==> src/rtl/rid_cfg.svh <==
/*
  Constants of the 14-bit instruction decoder: field positions, group codes and timing counts.
  Assumes it is included by the decoder and phase counter modules by its bare name.
*/
// Function
// - each instruction is one 14-bit word split into opcode and operand fields.
// - byte operations: target 0 writes accumulator, 1 writes the indexed file register.
// - register index selects a file register from 0x00 to 0x7F.
// - bit operations choose one bit of the addressed 8-bit register.
// - literal operands are eight bits for data, eleven bits for jumps and calls.
// - ignored opcode bits never change behaviour.
// - one cycle per instruction; taken tests and branches take two, second a no-op.
// - one instruction cycle is exactly four clocks.
// - three groups recognised: byte, bit, literal and control, each its own layout.
// - self-modifying I/O operations read the pin levels, not the output latch.
// - add-literal adds constant to accumulator and updates carry, digit carry, zero.
`ifndef RID_CFG_SVH
`define RID_CFG_SVH

`define RID_WORD_W      14
`define RID_GRP_MSB     13
`define RID_GRP_LSB     12
`define RID_GRP_BYTE    2'h0
`define RID_GRP_BIT     2'h1
`define RID_GRP_BRANCH  2'h2
`define RID_GRP_LIT     2'h3
`define RID_SUB_MSB     11
`define RID_SUB_LSB     8
`define RID_DEST_POS    7
`define RID_FILE_MSB    6
`define RID_BITSEL_MSB  9
`define RID_BITSEL_LSB  7
`define RID_JUMP_POS    11
`define RID_PHASES      4
`define RID_PHASE_LAST  2'h3

`endif

==> src/rtl/rid_pkg.sv <==
/*
  Types shared by the instruction decoder and its phase counter.
  Assumes the constants header sits on the include path.
*/
`default_nettype none
package rid_pkg;
  typedef enum logic [4:0] {
    ALU_NOP, ALU_MOVWF, ALU_CLR, ALU_SUB, ALU_DEC, ALU_IOR, ALU_AND, ALU_XOR, ALU_ADD,
    ALU_MOV, ALU_COM, ALU_INC, ALU_DECSZ, ALU_RRF, ALU_RLF, ALU_SWAP, ALU_INCSZ,
    ALU_BCF, ALU_BSF, ALU_BTFSC, ALU_BTFSS, ALU_MOVLW, ALU_RETLW, ALU_IORLW, ALU_ANDLW,
    ALU_XORLW, ALU_SUBLW, ALU_ADDLW, ALU_CALL, ALU_GOTO, ALU_RETURN, ALU_RETFIE
  } rid_op_type;

  typedef enum logic [1:0] {GRP_BYTE, GRP_BIT, GRP_LIT_CTRL} rid_group_type;

  typedef struct packed {
    rid_group_type group;
    rid_op_type    op;
    logic [6:0]    reg_index;
    logic          result_target;
    logic [2:0]    selected_position;
    logic [10:0]   constant_operand;
    logic          wr_file;
    logic          wr_acc;
    logic          upd_c;
    logic          upd_dc;
    logic          upd_z;
    logic          use_pins;
    logic          is_sleep;
    logic          is_clrwdt;
    logic          is_illegal;
  } rid_ctrl_type;
endpackage
`default_nettype wire
==> src/rtl/rid_decoder.sv <==
/*
  Instruction decoder of a small 8-bit RISC core: splits each 14-bit word into fields,
  drives datapath controls for one instruction cycle and inserts the no-op second cycle.
  Assumes the fetch side presents the word before the cycle start and the datapath reports
  the skip condition by the end of the execute cycle.
*/
`default_nettype none
`include "rid_cfg.svh"
module rid_decoder
(
  input  wire logic                  i_sys_clk,
  input  wire logic                  i_rstn,
  input  wire logic [13:0]           i_instr,
  input  wire logic                  i_skip_true,
  output rid_pkg::rid_ctrl_type      o_ctrl,
  output logic                       o_exec_valid,
  output logic                       o_flush_cycle,
  output logic                       o_fetch_next,
  output logic [1:0]                 o_phase
);
  import rid_pkg::*;

  logic         cycle_end;
  logic         flush;
  logic         next_flush;
  logic         pc_change;
  rid_ctrl_type next_ctrl;
  rid_ctrl_type exec_ctrl;

  rid_phase u_phase
  (
    .i_sys_clk   (i_sys_clk),
    .i_rstn      (i_rstn),
    .o_phase     (o_phase),
    .o_cycle_end (cycle_end)
  );

  //////////////////////////////////////////////////////////////////////////////
  // Combinational decode of the fetched word.

  function automatic logic changes_pc(input rid_op_type op);
    changes_pc = (op == ALU_CALL) || (op == ALU_GOTO) || (op == ALU_RETURN) ||
                 (op == ALU_RETFIE) || (op == ALU_RETLW);
  endfunction

  function automatic logic is_skip(input rid_op_type op);
    is_skip = (op == ALU_DECSZ) || (op == ALU_INCSZ) || (op == ALU_BTFSC) || (op == ALU_BTFSS);
  endfunction

  // The added no-op cycle keeps the decoded fields visible for tracing, but every
  // write and side action is dropped so the discarded word cannot touch any state.
  function automatic rid_ctrl_type suppress_writes(input rid_ctrl_type c);
    suppress_writes           = c;
    suppress_writes.wr_file   = 1'b0;
    suppress_writes.wr_acc    = 1'b0;
    suppress_writes.upd_c     = 1'b0;
    suppress_writes.upd_dc    = 1'b0;
    suppress_writes.upd_z     = 1'b0;
    suppress_writes.is_sleep  = 1'b0;
    suppress_writes.is_clrwdt = 1'b0;
  endfunction

  always_comb
  begin
    logic [1:0] grp;
    logic [3:0] sub;
    logic       d;
    grp = i_instr[`RID_GRP_MSB:`RID_GRP_LSB];
    sub = i_instr[`RID_SUB_MSB:`RID_SUB_LSB];
    d   = i_instr[`RID_DEST_POS];
    next_ctrl = '0;
    next_ctrl.reg_index         = i_instr[`RID_FILE_MSB:0];
    next_ctrl.result_target     = d;
    next_ctrl.selected_position = i_instr[`RID_BITSEL_MSB:`RID_BITSEL_LSB];
    next_ctrl.op    = ALU_NOP;
    next_ctrl.group = GRP_LIT_CTRL;
    case (grp)
      `RID_GRP_BYTE:
      begin
        next_ctrl.group = GRP_BYTE;
        case (sub)
          4'h0:
          begin
            if (d)
              next_ctrl.op = ALU_MOVWF;
            else if (i_instr[6:0] == 7'h08)
              next_ctrl.op = ALU_RETURN;
            else if (i_instr[6:0] == 7'h09)
              next_ctrl.op = ALU_RETFIE;
            else if (i_instr[6:0] == 7'h63)
              next_ctrl.is_sleep = 1'b1;
            else if (i_instr[6:0] == 7'h64)
              next_ctrl.is_clrwdt = 1'b1;
            else if (i_instr[3:0] != 4'h0 || i_instr[4] != 1'b0)
              next_ctrl.is_illegal = 1'b1;
            // Bits 5 and 6 of the no-op are ignored.
          end
          4'h1: next_ctrl.op = ALU_CLR;
          4'h2: next_ctrl.op = ALU_SUB;
          4'h3: next_ctrl.op = ALU_DEC;
          4'h4: next_ctrl.op = ALU_IOR;
          4'h5: next_ctrl.op = ALU_AND;
          4'h6: next_ctrl.op = ALU_XOR;
          4'h7: next_ctrl.op = ALU_ADD;
          4'h8: next_ctrl.op = ALU_MOV;
          4'h9: next_ctrl.op = ALU_COM;
          4'ha: next_ctrl.op = ALU_INC;
          4'hb: next_ctrl.op = ALU_DECSZ;
          4'hc: next_ctrl.op = ALU_RRF;
          4'hd: next_ctrl.op = ALU_RLF;
          4'he: next_ctrl.op = ALU_SWAP;
          default: next_ctrl.op = ALU_INCSZ;
        endcase
        if (next_ctrl.op != ALU_NOP && next_ctrl.op != ALU_RETURN && next_ctrl.op != ALU_RETFIE)
        begin
          next_ctrl.wr_file = d;
          next_ctrl.wr_acc  = ~d;
          next_ctrl.use_pins = d;
        end
        next_ctrl.upd_z  = (sub inside {4'h1, 4'h2, 4'h3, 4'h4, 4'h5, 4'h6, 4'h7, 4'h8, 4'h9, 4'ha});
        next_ctrl.upd_c  = (sub inside {4'h2, 4'h7, 4'hc, 4'hd});
        next_ctrl.upd_dc = (sub inside {4'h2, 4'h7});
        if (next_ctrl.op == ALU_MOVWF)
          next_ctrl.use_pins = 1'b0;
      end
      `RID_GRP_BIT:
      begin
        next_ctrl.group = GRP_BIT;
        case (sub[3:2])
          2'h0: next_ctrl.op = ALU_BCF;
          2'h1: next_ctrl.op = ALU_BSF;
          2'h2: next_ctrl.op = ALU_BTFSC;
          default: next_ctrl.op = ALU_BTFSS;
        endcase
        next_ctrl.wr_file  = ~sub[3];
        next_ctrl.use_pins = ~sub[3];
      end
      `RID_GRP_BRANCH:
      begin
        next_ctrl.constant_operand = i_instr[10:0];
        next_ctrl.op = i_instr[`RID_JUMP_POS] ? ALU_GOTO : ALU_CALL;
      end
      default:
      begin
        next_ctrl.constant_operand = {3'h0, i_instr[7:0]};
        next_ctrl.wr_acc = 1'b1;
        casez (sub)
          4'b00??: next_ctrl.op = ALU_MOVLW;
          4'b01??: next_ctrl.op = ALU_RETLW;
          4'b1000: next_ctrl.op = ALU_IORLW;
          4'b1001: next_ctrl.op = ALU_ANDLW;
          4'b1010: next_ctrl.op = ALU_XORLW;
          4'b110?: next_ctrl.op = ALU_SUBLW;
          default: next_ctrl.op = ALU_ADDLW;
        endcase
        next_ctrl.upd_z  = (sub[3] == 1'b1);
        next_ctrl.upd_c  = (next_ctrl.op == ALU_SUBLW) || (next_ctrl.op == ALU_ADDLW);
        next_ctrl.upd_dc = next_ctrl.upd_c;
      end
    endcase
  end

  //////////////////////////////////////////////////////////////////////////////
  // Execute register and the inserted second cycle.

  assign pc_change = changes_pc(o_ctrl.op);

  // A word that falls into the no-op cycle is discarded and never executed, so it
  // may not start a no-op cycle of its own, even when it is a branch or a skip.
  always_comb
  begin
    next_flush = 1'b0;
    if (o_exec_valid && !flush)
    begin
      if (pc_change)
        next_flush = 1'b1;
      else if (is_skip(o_ctrl.op) && i_skip_true)
        next_flush = 1'b1;
    end
  end

  // Masking ahead of the register keeps o_ctrl a plain flip-flop output and
  // lets the datapath use the write enables without looking at the flush flag.
  always_comb
  begin
    exec_ctrl = next_ctrl;
    if (next_flush)
      exec_ctrl = suppress_writes(next_ctrl);
  end

  //////////////////////////////////////////////////////////////////////////////
  // Registers of the execute stage.

  always_ff @(posedge i_sys_clk or negedge i_rstn)
  begin
    if (!i_rstn)
      flush <= 1'b0;
    else if (cycle_end)
      flush <= next_flush;
  end

  // The next word is latched only at a cycle boundary so controls stay steady four clocks.
  always_ff @(posedge i_sys_clk or negedge i_rstn)
  begin
    if (!i_rstn)
    begin
      o_ctrl       <= '0;
      o_exec_valid <= 1'b0;
    end
    else if (cycle_end)
    begin
      o_ctrl       <= exec_ctrl;
      o_exec_valid <= 1'b1;
    end
  end

  // While flushing, the write enables in o_ctrl are held low; o_exec_valid stays high.
  assign o_flush_cycle = flush;
  assign o_fetch_next  = cycle_end;
endmodule // rid_decoder
`default_nettype wire

==> src/rtl/rid_phase.sv <==
/*
  Four-phase instruction cycle counter running on the core clock.
  Assumes the clock is the core oscillator; emits a pulse on the last phase of each instruction cycle.
*/
`default_nettype none
`include "rid_cfg.svh"
module rid_phase
(
  input  wire logic       i_sys_clk,
  input  wire logic       i_rstn,
  output logic [1:0]      o_phase,
  output logic            o_cycle_end
);
  import rid_pkg::*;

  always_ff @(posedge i_sys_clk or negedge i_rstn)
  begin
    if (!i_rstn)
      o_phase <= 2'h0;
    else
      o_phase <= o_phase + 2'h1;
  end

  assign o_cycle_end = (o_phase == `RID_PHASE_LAST);
endmodule // rid_phase
`default_nettype wire

==> config.mk <==
export PLATFORM = sky130hd
export DESIGN_NAME = rid_decoder
export DESIGN_NICKNAME = d
export VERILOG_FILES = /design/src/rtl/rid_pkg.sv /design/src/rtl/rid_decoder.sv /design/src/rtl/rid_phase.sv
export VERILOG_INCLUDE_DIRS = /design/src /design/src/rtl
export SDC_FILE = /design/constraint.sdc
export NUM_CORES = 1
export LEC_CHECK = 0
export ABC_AREA = 1
export BUFFER_PORTS_ARGS = -buffer_cell sky130_fd_sc_hd__buf_2
export CAP_MARGIN = 5
export CORE_MARGIN = 1
export CORE_UTILIZATION = 56
export CTS_BUF_LIST = sky130_fd_sc_hd__clkbuf_16
export CTS_CLUSTER_DIAMETER = 80
export DETAILED_ROUTE_END_ITERATION = 6
export PLACE_DENSITY = 0.84
export SKIP_LAST_GASP = 1
export SLEW_MARGIN = 25
export SYNTH_ARGS = -nofsm -noshare
export SYNTH_HDL_FRONTEND = slang
export SYNTH_SLANG_ARGS = --single-unit
==> constraint.sdc <==
create_clock -name i_sys_clk -period 2.8 [get_ports i_sys_clk]
set_clock_uncertainty 0.1 [all_clocks]
set_input_delay 0.56 -clock i_sys_clk [delete_from_list [all_inputs] [get_ports i_sys_clk]]
set_output_delay 0.56 -clock i_sys_clk [all_outputs]
set_load 0.01 [all_outputs]
==> impl_metrics.csv, run 1 <==
group,metric,value,unit
grt,use_met2,0.430,
synthesis,ys_seq_elements,41,
clock_tree,path_clk_slew,0.06,ns
job,maxCapViolations,0,
timing,slew_headroom,0.397,
synthesis,synth_xor_xnor_area_share,0,
setup_path,worstPathMaxFanout,19,
setup_path,path_class,"flip-flop to output port",
placed_design,place_congestion,0.924,
synthesis,synth_fa_ha_area_frac,0.0500,
die,die_w,65.4,µm
die,pin_count,60,
pwr,powerDensity,567,nW/µm²
synthesis,synth-compound-area-share,0.141,
synthesis,syn_nets,310,
grt,antenna_found_initial,0,
pwr,power_frac_seq,0.421,
synthesis,yosysWarnings,0,
timing,finalSetupTns,0,ns
routing,via_per_inst,5.45,
synthesis,avgSynthCellArea,7.93,µm²
setup_path,cp.required,2.14,ns
timing,setup_viol,0,
timing,final.setup.worst_slack,0.894,ns
final_layout,fin_cells,392,
timing,rsz0062_at_grt,"no",
synthesis,syn_area,2250,µm²
synthesis,syn_inst,284,
pwr,p_comb_frac,0.157,
synthesis,yosysSeqAreaShare,0.456,
synthesis,synth.area.mux_share,0,
grt,top_usage_layer,"met2",
setup_path,crit_arrival,1.25,ns
run_status,status,"finished, final reports clean",
clock_tree,cts_buffer_depth,2,
pwr,p_switching,412,µW
synthesis,synth_cell_types,35,
grt,gr-total-overflow,0,
final_layout,final_util,0.727,
setup_path,crit_path_end_kind,"output port",
die,coreArea,3770,µm²
routing,num_vias,2138,
timing,tightest_slew,0.905,ns
routing,drc_errors,0,
die,start_util,0.597,
routing,first_pass_iters,4,
routing,final_antenna_net_count,0,
pwr,intPower,1140,µW
grt,grt_pass1_wl,8890,µm
pwr,pwr-share-clk,0.421,
clock_tree,postCtsSetupRepairBufs,0,
clock_tree,worst_skew_pair.late_latency,0.28,ns
grt,use_met3,0.0642,
grt,grt_max_degree,42,
pwr,peakVddDrop,0.555,mV
placed_design,pre_cts_ws,0.660,ns
synthesis,synth_top_family_by_area,"simple AND/OR/NAND/NOR gates",
timing,max_freq,525,MHz
clock_tree,cts.repair.resized,0,
routing,wl,5290,µm
die,fp.dieArea,4280,µm²
clock_tree,cts_hold_buffers,0,
final_layout,nets,369,
final_layout,final_common_cell,"nand2_1",
grt,grtUsageMet1,0.378,
placed_design,placed_cells,384,
routing,drtIter0Drc,197,
clock_tree,ctsHtreeMaxLevel,2,
clock_tree,cts-root-buf,"clkbuf_16",
routing,wire_per_inst,13.5,µm
timing,period_share,0.681,
timing,hold_violations,0,
timing,maxSlewViolCount,0,
clock_tree,clock_sinks,41,
final_layout,diodes,0,
placed_design,detailed_place_hpwl,3860,µm
pwr,netSwitchingFraction,0.264,
synthesis,yosys.area_share.simple,0.281,
pwr,power.leakage,0.00149,µW
die,die_h,65.4,µm
final_layout,syn_to_final_growth,21.8,%
placed_design,port_buffers,59,
setup_path,worstSetupStartpointType,"flip-flop",
grt,gr-usage-all-layers,0.274,
clock_tree,cts_tree,"done",
worst_hold_path,hold_class,"input port to asynchronous set/reset pin",
die,rows,22,
final_layout,layout_common_cells,"nand2_1, buf_2, dfrtp_1, o21ai_0, inv_1",
timing,fin_crit,1.91,ns
clock_tree,cts_buffers,5,
grt,grt_pass1_vias,1921,
final_layout,drive_above_1_share,0.270,
routing by layer:
metal / vias up / wire length (µm)
met2: 100 / 2540
met1: 993 / 2290
met4: 0 / 55
li1: 1036 / -
met5: - / 0
met3: 9 / 398
synthesized netlist by cell type, drive strengths merged:
library cell | n | area [µm²]
a211oi | 1 | 7.51
a21boi | 2 | 15.0
a21oi | 13 | 65.1
a22oi | 1 | 7.51
a31oi | 1 | 6.26
buf | 7 | 51.3
clkbuf | 4 | 15.0
clkinv | 1 | 3.75
dfrtp | 41 | 1030
ha | 9 | 113
inv | 25 | 93.8
nand2 | 95 | 392
nand3 | 15 | 80.1
nand3b | 1 | 7.51
nand4 | 1 | 6.26
nor2 | 24 | 120
nor3 | 3 | 20.0
o211ai | 2 | 15.0
o21a | 1 | 7.51
o21ai | 32 | 164
o21bai | 2 | 15.0
o31ai | 2 | 15.0
or2 | 1 | 6.26
path summary, 6_finish.rpt:
path	cells past startpoint	slack, ns	start	end
max	3	0.89	u_phase.o_phase[0]	o_fetch_next
min	1	0.31	i_rstn	o_ctrl[5]
max reg2reg	5	0.93	u_phase.o_phase[0]	o_ctrl[9]
max in group asynchronous	1	1.73	i_rstn	o_ctrl[1]
min in group i_sys_clk	1	0.35	u_phase.o_phase[0]	u_phase.o_phase[0]
min reg2reg	1	0.35	u_phase.o_phase[0]	u_phase.o_phase[0]
sequential cells by signal, summed over array words and instances, names as in the netlist:
register	flops
o_exec_valid	1
o_flush_cycle	1
o_ctrl	37
u_phase.o_phase	2
stage by stage:
step                hold slack [ns]  power [µW]  cell area [µm²]
global placement              0.336         900             2570
global route                  0.364        1620             2740
detailed placement            0.340         908             2570
CTS                           0.337        1560             2740
finish                        0.308        1560             2740
floorplan                     0.164         811             2250
power by group through the flow:
| stage | combinational, µW | sequential (µW) | clock [µW] |
|---|---|---|---|
| final | 244 | 656 | 656 |
| after global routing | 276 | 660 | 687 |
| after CTS | 245 | 656 | 661 |
| after detailed placement | 242 | 666 | 0 |
| after global placement | 237 | 664 | 0 |
| after floorplan | 127 | 684 | 0 |
logic make-up (layout without fill, tap and decap cells):
family | count (synthesis) | after routing
flip-flops | 41 | 41
AND/OR/NAND/NOR | 140 | 140
adder cells (fa/ha/maj) | 9 | 9
buffers and inverters | 37 | 97
AO/OA/AOI/OAI | 57 | 57
worst max-delay path: stages, from the launching register on:
cell	delay (ns)
dfrtp_1	0.39
ha_1	0.22
buf_4	0.20
buf_2	0.16
final cells by class:
| type | instances | area, µm² |
|---|---|---|
| clock buffers | 5 | 125 |
| well taps | 48 | 60.1 |
| multi-input cells | 206 | 1060 |
| inverters | 26 | 97.6 |
| repair buffers | 63 | 325 |
| fillers | 309 | 1030 |
| clock inverters | 3 | 46.3 |
| flip-flops and latches | 41 | 1030 |
Note: power is estimated with default switching activity, not from simulation.
==> inputs of run 2 (changes only) <==
ABC_AREA = 0   (was 1)
CORE_UTILIZATION = 47   (was 56)
PLACE_DENSITY = 0.76   (was 0.84)
clock period = 1.53 ns   (was 2.8 ns; I/O delays follow)
==> run 2 against run 1 <==
  * The flow now finishes with violations (DRC, setup timing)
  * Critical path depth increased by 2
  * Area after synthesis down 1.6%
  * Utilization grew 2.8 points
  * First-iteration DRC count fell by 2.0%
  * Largest cell class unchanged
  * Largest power group unchanged
==> impl_metrics.csv, run 2 <==
group,metric,value,unit
pwr,powerDensity,856,nW/µm²
synthesis,synthTopCellsByArea,"dfrtp_1, o2bb2ai_1, ha_1",
grt,antenna_found_initial,0,
setup_path,path_class,"flip-flop to flip-flop",
synthesis,yosysMostFrequentCell,"dfrtp_1",
synthesis,avgSynthCellArea,9.43,µm²
timing,setup_viol,8,
setup_path,worstPathMaxFanout,7,
grt,gr-total-overflow,0,
routing,num_vias,2243,
grt,use_met2,0.424,
final_layout,syn_to_final_growth,51.6,%
routing,wire_per_inst,16.5,µm
setup_path,worstSetupStartpointType,"flip-flop",
clock_tree,worst_skew_pair.late_latency,0.29,ns
routing,wl,6600,µm
die,coreArea,4440,µm²
setup_path,crit_path_end_kind,"flip-flop",
synthesis,ys_seq_elements,41,
setup_path,path_cells,"and4bb_1 -> o21ai_1 -> a311o_2 -> nor2b_2 -> a21o_1",
die,die_w,70.7,µm
routing,final_antenna_net_count,0,
clock_tree,cts_tree,"done",
pwr,peakVddDrop,0.822,mV
clock_tree,cts_buffer_depth,2,
pwr,power.leakage,0.00165,µW
final_layout,final_util,0.756,
routing,via_per_inst,5.61,
final_layout,layout_common_cells,"buf_2, buf_4, dfrtp_1, nand2_1, inv_1",
timing,rsz0062_at_grt,"yes",
timing,final.setup.worst_slack,-0.156,ns
setup_path,critical-path-max-stage-delay,0.40,ns
synthesis,ys_top_cells_by_count,"dfrtp_1, nand2_1, inv_1",
final_layout,largest_register_ffs,37,
synthesis,synthFlopType,"dfrtp_1",
worst_hold_path,min_from,"i_instr[0]",
setup_path,startpoint,"o_ctrl[33]",
setup_path,cp.required,1.61,ns
final_layout,final_common_cell,"buf_2",
synthesis,syn_nets,261,
pwr,total_power,2880,µW
synthesis,yosysWarnings,0,
clock_tree,ctsHtreeMaxLevel,2,
timing,tightest_slew,0.349,ns
clock_tree,clock_sinks,41,
grt,top_usage_layer,"met2",
setup_path,crit_arrival,1.76,ns
synthesis,async_flop_share,1.00,
die,fp.dieArea,4990,µm²
final_layout,nets,373,
grt,gr-usage-all-layers,0.264,
timing,fin_crit,1.69,ns
worst_hold_path,hold_class,"input port to flip-flop",
synthesis,synth_top_cell_area_share,0.463,
setup_path,reg2reg_from,"o_ctrl[33]",
placed_design,detailed_place_hpwl,4370,µm
clock_tree,cts-root-buf,"clkbuf_16",
synthesis,syn_area,2220,µm²
final_layout,reg_top3,"o_ctrl (37), u_phase.o_phase (2)",
die,start_util,0.499,
routing,drtIter0Drc,193,
synthesis,yosysTopAreaCell,"dfrtp_1",
placed_design,port_buffers,59,
routing,drc_errors,8,
placed_design,placed_cells,380,
grt,grt_pass1_vias,2185,
die,rows,24,
routing,first_pass_iters,6,
setup_path,path_buf_inv,0,
run_status,violations,"DRC, setup timing",
final_layout,drive_above_1_share,0.468,
placed_design,place_congestion,0.900,
clock_tree,path_clk_slew,0.07,ns
synthesis,syn_inst,235,
timing,maxSlewViolCount,0,
timing,period_share,1.10,
synthesis,synth_edf_count,0,
grt,use_met3,0.0527,
synthesis,synth_cell_types,50,
setup_path,cp_slowest_cell,"dfrtp_1",
placed_design,pre_cts_ws,-0.336,ns
synthesis,yosysSeqAreaShare,0.463,
clock_tree,cts_buffers,5,
grt,grt_pass1_wl,10400,µm
die,die_h,70.7,µm
timing,hold_violations,0,
grt,grt_max_degree,42,
job,maxCapViolations,0,
final_layout,fin_cells,400,
timing,worst_hold_slack,0.191,ns
setup_path,cpLargestDelayFamily,"compound AO/OA/AOI/OAI gates",
final_layout,diodes,0,
timing,slew_headroom,0.767,
final_layout,regMostFlops,"o_ctrl",
die,pin_count,60,
run_status,status,"complete, but fails checks",
grt,grtUsageMet1,0.356,
timing,max_freq,593,MHz
run 2: cell types whose count changed after synthesis, sizes merged, moves of 3 or more:
cell | previous run | this run
clkbuf | 4 | 9
nor2 | 24 | 14
nand3 | 15 | 6
o2bb2ai | 0 | 13
nor4 | 0 | 4
a31oi | 1 | 4
nor2b | 0 | 5
o21ai | 32 | 21
nand2 | 95 | 27
inv | 25 | 22
run 2: stage by stage:
stage | area [µm²] | setup TNS (ns)
floorplan | 2290 | -0.143
global placement | 2970 | -2.97
detailed placement | 2970 | -3.41
CTS | 3240 | -0.637
global route | 3360 | -1.33
finish | 3360 | -0.799
run 2: power by group:
| group | switching, µW | internal (µW) | leakage, µW |
|---|---|---|---|
| clock | 450 | 607 | 0.0000702 |
| sequential | 39.0 | 1150 | 0.000510 |
| combinational | 322 | 303 | 0.00107 |
| total | 811 | 2060 | 0.00165 |
run 2: what timing repair did:
item	CTS	global route
setup buffers	7	4
hold buffers	1	0
endpoints found under the setup margin	13	14
resized for setup	15	26
pin swaps	5	8
hold endpoints to repair	41	0
run 2: tightest hold or removal path: cells and delay by family:
kind                   cells  cell delay [ns]
and+or+nand+nor            1             0.06
buffers and inverters      1             0.10
AOI/OAI and AO/OA          1             0.07
run 2: kinds of logic after synthesis:
group,Yosys count,share of synthesized area
fa+ha+maj,9,0.0508
simple gates,77,0.191
flops,41,0.463
compound gates,67,0.205
mux,3,0.0147
xor+xnor,1,0.00395
buf+inv,37,0.0717
run 2: final timing paths:
kind | end | slack, ns | depth (start not counted)
min reg2reg | o_ctrl[8] | 0.37 | 1
max | o_ctrl[8] | -0.16 | 5
min | o_ctrl[24] | 0.19 | 3
max in group asynchronous | o_ctrl[6] | 0.71 | 3
min in group asynchronous | o_ctrl[26] | 0.42 | 3
max reg2reg | o_ctrl[8] | -0.16 | 5
run 2: routing by layer:
metal	up-vias	wire length [µm]
met3	17	351
met4	0	144
met1	1069	2850
met2	98	3250
met5	-	0
li1	1059	-
run 2: layout make-up:
| class | instances | area [µm²] |
|---|---|---|
| clock buffer | 5 | 125 |
| clock inverter | 3 | 21.3 |
| fill | 311 | 1090 |
| inverter | 22 | 97.6 |
| multi-input combinational | 157 | 1170 |
| sequential | 41 | 1030 |
| tap | 52 | 65.1 |
| timing repair buffer | 120 | 850 |
==> inputs of run 3 (changes only) <==
CORE_ASPECT_RATIO = 2   (was not set)
REMOVE_ABC_BUFFERS = 1   (was not set)
==> run 3 against run 2 <==
  * The run ends with setup timing left
  * Via count is 5.8% higher
  * Critical path depth stayed put
  * Final cell count is 4.3% higher
  * Largest cell class unchanged
  * Combinational power is 6.9% higher
  * Critical endpoint unchanged
  * Highest routed layer unchanged
  * Utilization is 0.73 points higher
  * Cell area is 3.5% higher
  * Wire length is 16% higher
  * Register-to-register slack better by 0.02 ns
  * Clock power hardly changed
==> impl_metrics.csv, run 3 (synthesis gave the netlist of run 2 again) <==
group,metric,value,unit
routing,via_per_inst,5.69,
die,start_util,0.487,
die,pin_count,60,
setup_path,crit_arrival,1.75,ns
final_layout,multi_input_area,1190,µm²
routing,first_pass_iters,4,
placed_design,dpl_cell_area,3020,µm²
setup_path,cp.required,1.61,ns
final_layout,diodes,0,
setup_path,path_buf_inv,0,
grt,gr-total-overflow,0,
final_layout,layout_common_cells,"buf_4, buf_2, dfrtp_1, nand2_1, inv_1",
final_layout,seq_area,1030,µm²
pwr,power.leakage,0.00172,µW
timing,max_freq,599,MHz
setup_path,path_cells,"nor2b_2 -> a41oi_2 -> a311o_2 -> nor2b_4 -> a21o_1",
timing,period_share,1.09,
timing,finalSetupTns,-0.666,ns
setup_path,worstSetupStartpointType,"flip-flop",
final_layout,reg_top3,"o_ctrl (37), u_phase.o_phase (2)",
final_layout,fin_cells,417,
clock_tree,clock_sinks,41,
die,die_h,99.1,µm
setup_path,worstPathMaxFanout,7,
pwr,peakVddDrop,1.05,mV
timing,fin_crit,1.67,ns
clock_tree,ctsHtreeMaxLevel,2,
routing,wire_per_inst,18.3,µm
timing,slew_headroom,0.723,
placed_design,detailed_place_hpwl,5530,µm
routing,final_antenna_net_count,0,
grt,gr-usage-all-layers,0.316,
run_status,violations,"setup timing",
final_layout,drive_above_1_share,0.483,
timing,tightest_slew,0.410,ns
die,die_w,50.6,µm
placed_design,place_congestion,0.953,
routing,num_vias,2372,
timing,setup_viol,8,
final_layout,regMostFlops,"o_ctrl",
pwr,powerDensity,838,nW/µm²
grt,grt_max_degree,30,
timing,rsz0062_at_grt,"yes",
final_layout,largest_register_ffs,37,
clock_tree,worst_skew_pair.late_latency,0.28,ns
routing,drc_errors,0,
timing,hold_violations,0,
timing,final.setup.worst_slack,-0.139,ns
worst_hold_path,hold_class,"input port to flip-flop",
final_layout,final_common_cell,"buf_4",
die,rows,35,
job,maxCapViolations,0,
clock_tree,cts_tree,"done",
clock_tree,cts_buffers,5,
setup_path,path_class,"flip-flop to flip-flop",
timing,worst_hold_slack,0.229,ns
clock_tree,path_clk_slew,0.06,ns
setup_path,crit_path_end_kind,"flip-flop",
routing,wl,7640,µm
grt,grt_pass1_wl,11600,µm
clock_tree,cts_buffer_depth,2,
die,fp.dieArea,5010,µm²
final_layout,nFillCells,332,
clock_tree,cts-root-buf,"clkbuf_16",
grt,grt_pass1_vias,2419,
final_layout,syn_to_final_growth,56.8,%
setup_path,cp_slowest_cell,"a311o_2",
placed_design,placed_cells,398,
timing,maxSlewViolCount,0,
grt,antenna_found_initial,0,
setup_path,critical-path-max-stage-delay,0.45,ns
setup_path,cpLargestDelayFamily,"compound AO/OA/AOI/OAI gates",
die,coreArea,4550,µm²
routing,drtIter0Drc,70,
run_status,status,"complete, but fails checks",
final_layout,nets,387,
placed_design,port_buffers,59,
final_layout,fin_area,3470,µm²
[run 3: cell types whose count changed in the layout (fill, tap and decap cells not counted), moves of 3 or more]
cell and delta:
nor2_2 +3, a21oi_2 -3, buf_6 +3, buf_4 +11
[run 3: worst register-to-register path, cell delays in order (launching register included)]
cell	delay, ns
dfrtp_1	0.40
nor2b_2	0.20
a41oi_2	0.12
a311o_2	0.45
nor2b_4	0.15
a21o_1	0.14
[run 3: power by group]
group	internal [µW]	switching, µW
sequential	1150	48.4
combinational	330	338
clock	600	443
[run 3: final timing paths]
kind / from / end / slack (ns) / cells after the start
max: o_ctrl[33] / o_ctrl[8] / -0.14 / 5
min: i_instr[2] / o_ctrl[26] / 0.23 / 3
max reg2reg: o_ctrl[33] / o_ctrl[8] / -0.14 / 5
min reg2reg: o_ctrl[8] / o_ctrl[8] / 0.38 / 1
max in group asynchronous: i_rstn / o_ctrl[20] / 0.51 / 3
min in group asynchronous: i_rstn / o_ctrl[36] / 0.36 / 2
[run 3: area by class of cell]
cell class | instances | area share
multi-input cells | 157 | 0.342
flip-flops and latches | 41 | 0.295
repair buffers | 134 | 0.274
clock buffers | 5 | 0.0360
inverters | 22 | 0.0288
well taps | 55 | 0.0198
clock inverters | 3 | 0.00468
[run 3: through the flow]
stage | total power (µW) | utilization | setup WS, ns
finish | 2910 | 0.763 | -0.139
global route | 3020 | 0.763 | -0.167
CTS | 2870 | 0.735 | -0.110
detailed placement | 1790 | 0.663 | -0.643
global placement | 1780 | 0.663 | -0.597
floorplan | 1440 | - | -0.824
[run 3: what timing repair did]
action	4_1_cts	5_1_grt
buffers inserted	9	3
pin swaps	12	16
setup endpoints to repair	14	21
hold buffers	1	0
resized for setup	27	35
endpoints found under the hold margin	12	0
[run 3: routing by layer]
metal | global-route usage | share of wire
met1 | 0.318 | 0.35
met5 | 0 | 0
met4 | 0.197 | 0.048
met3 | 0.0474 | 0.030
met2 | 0.581 | 0.57
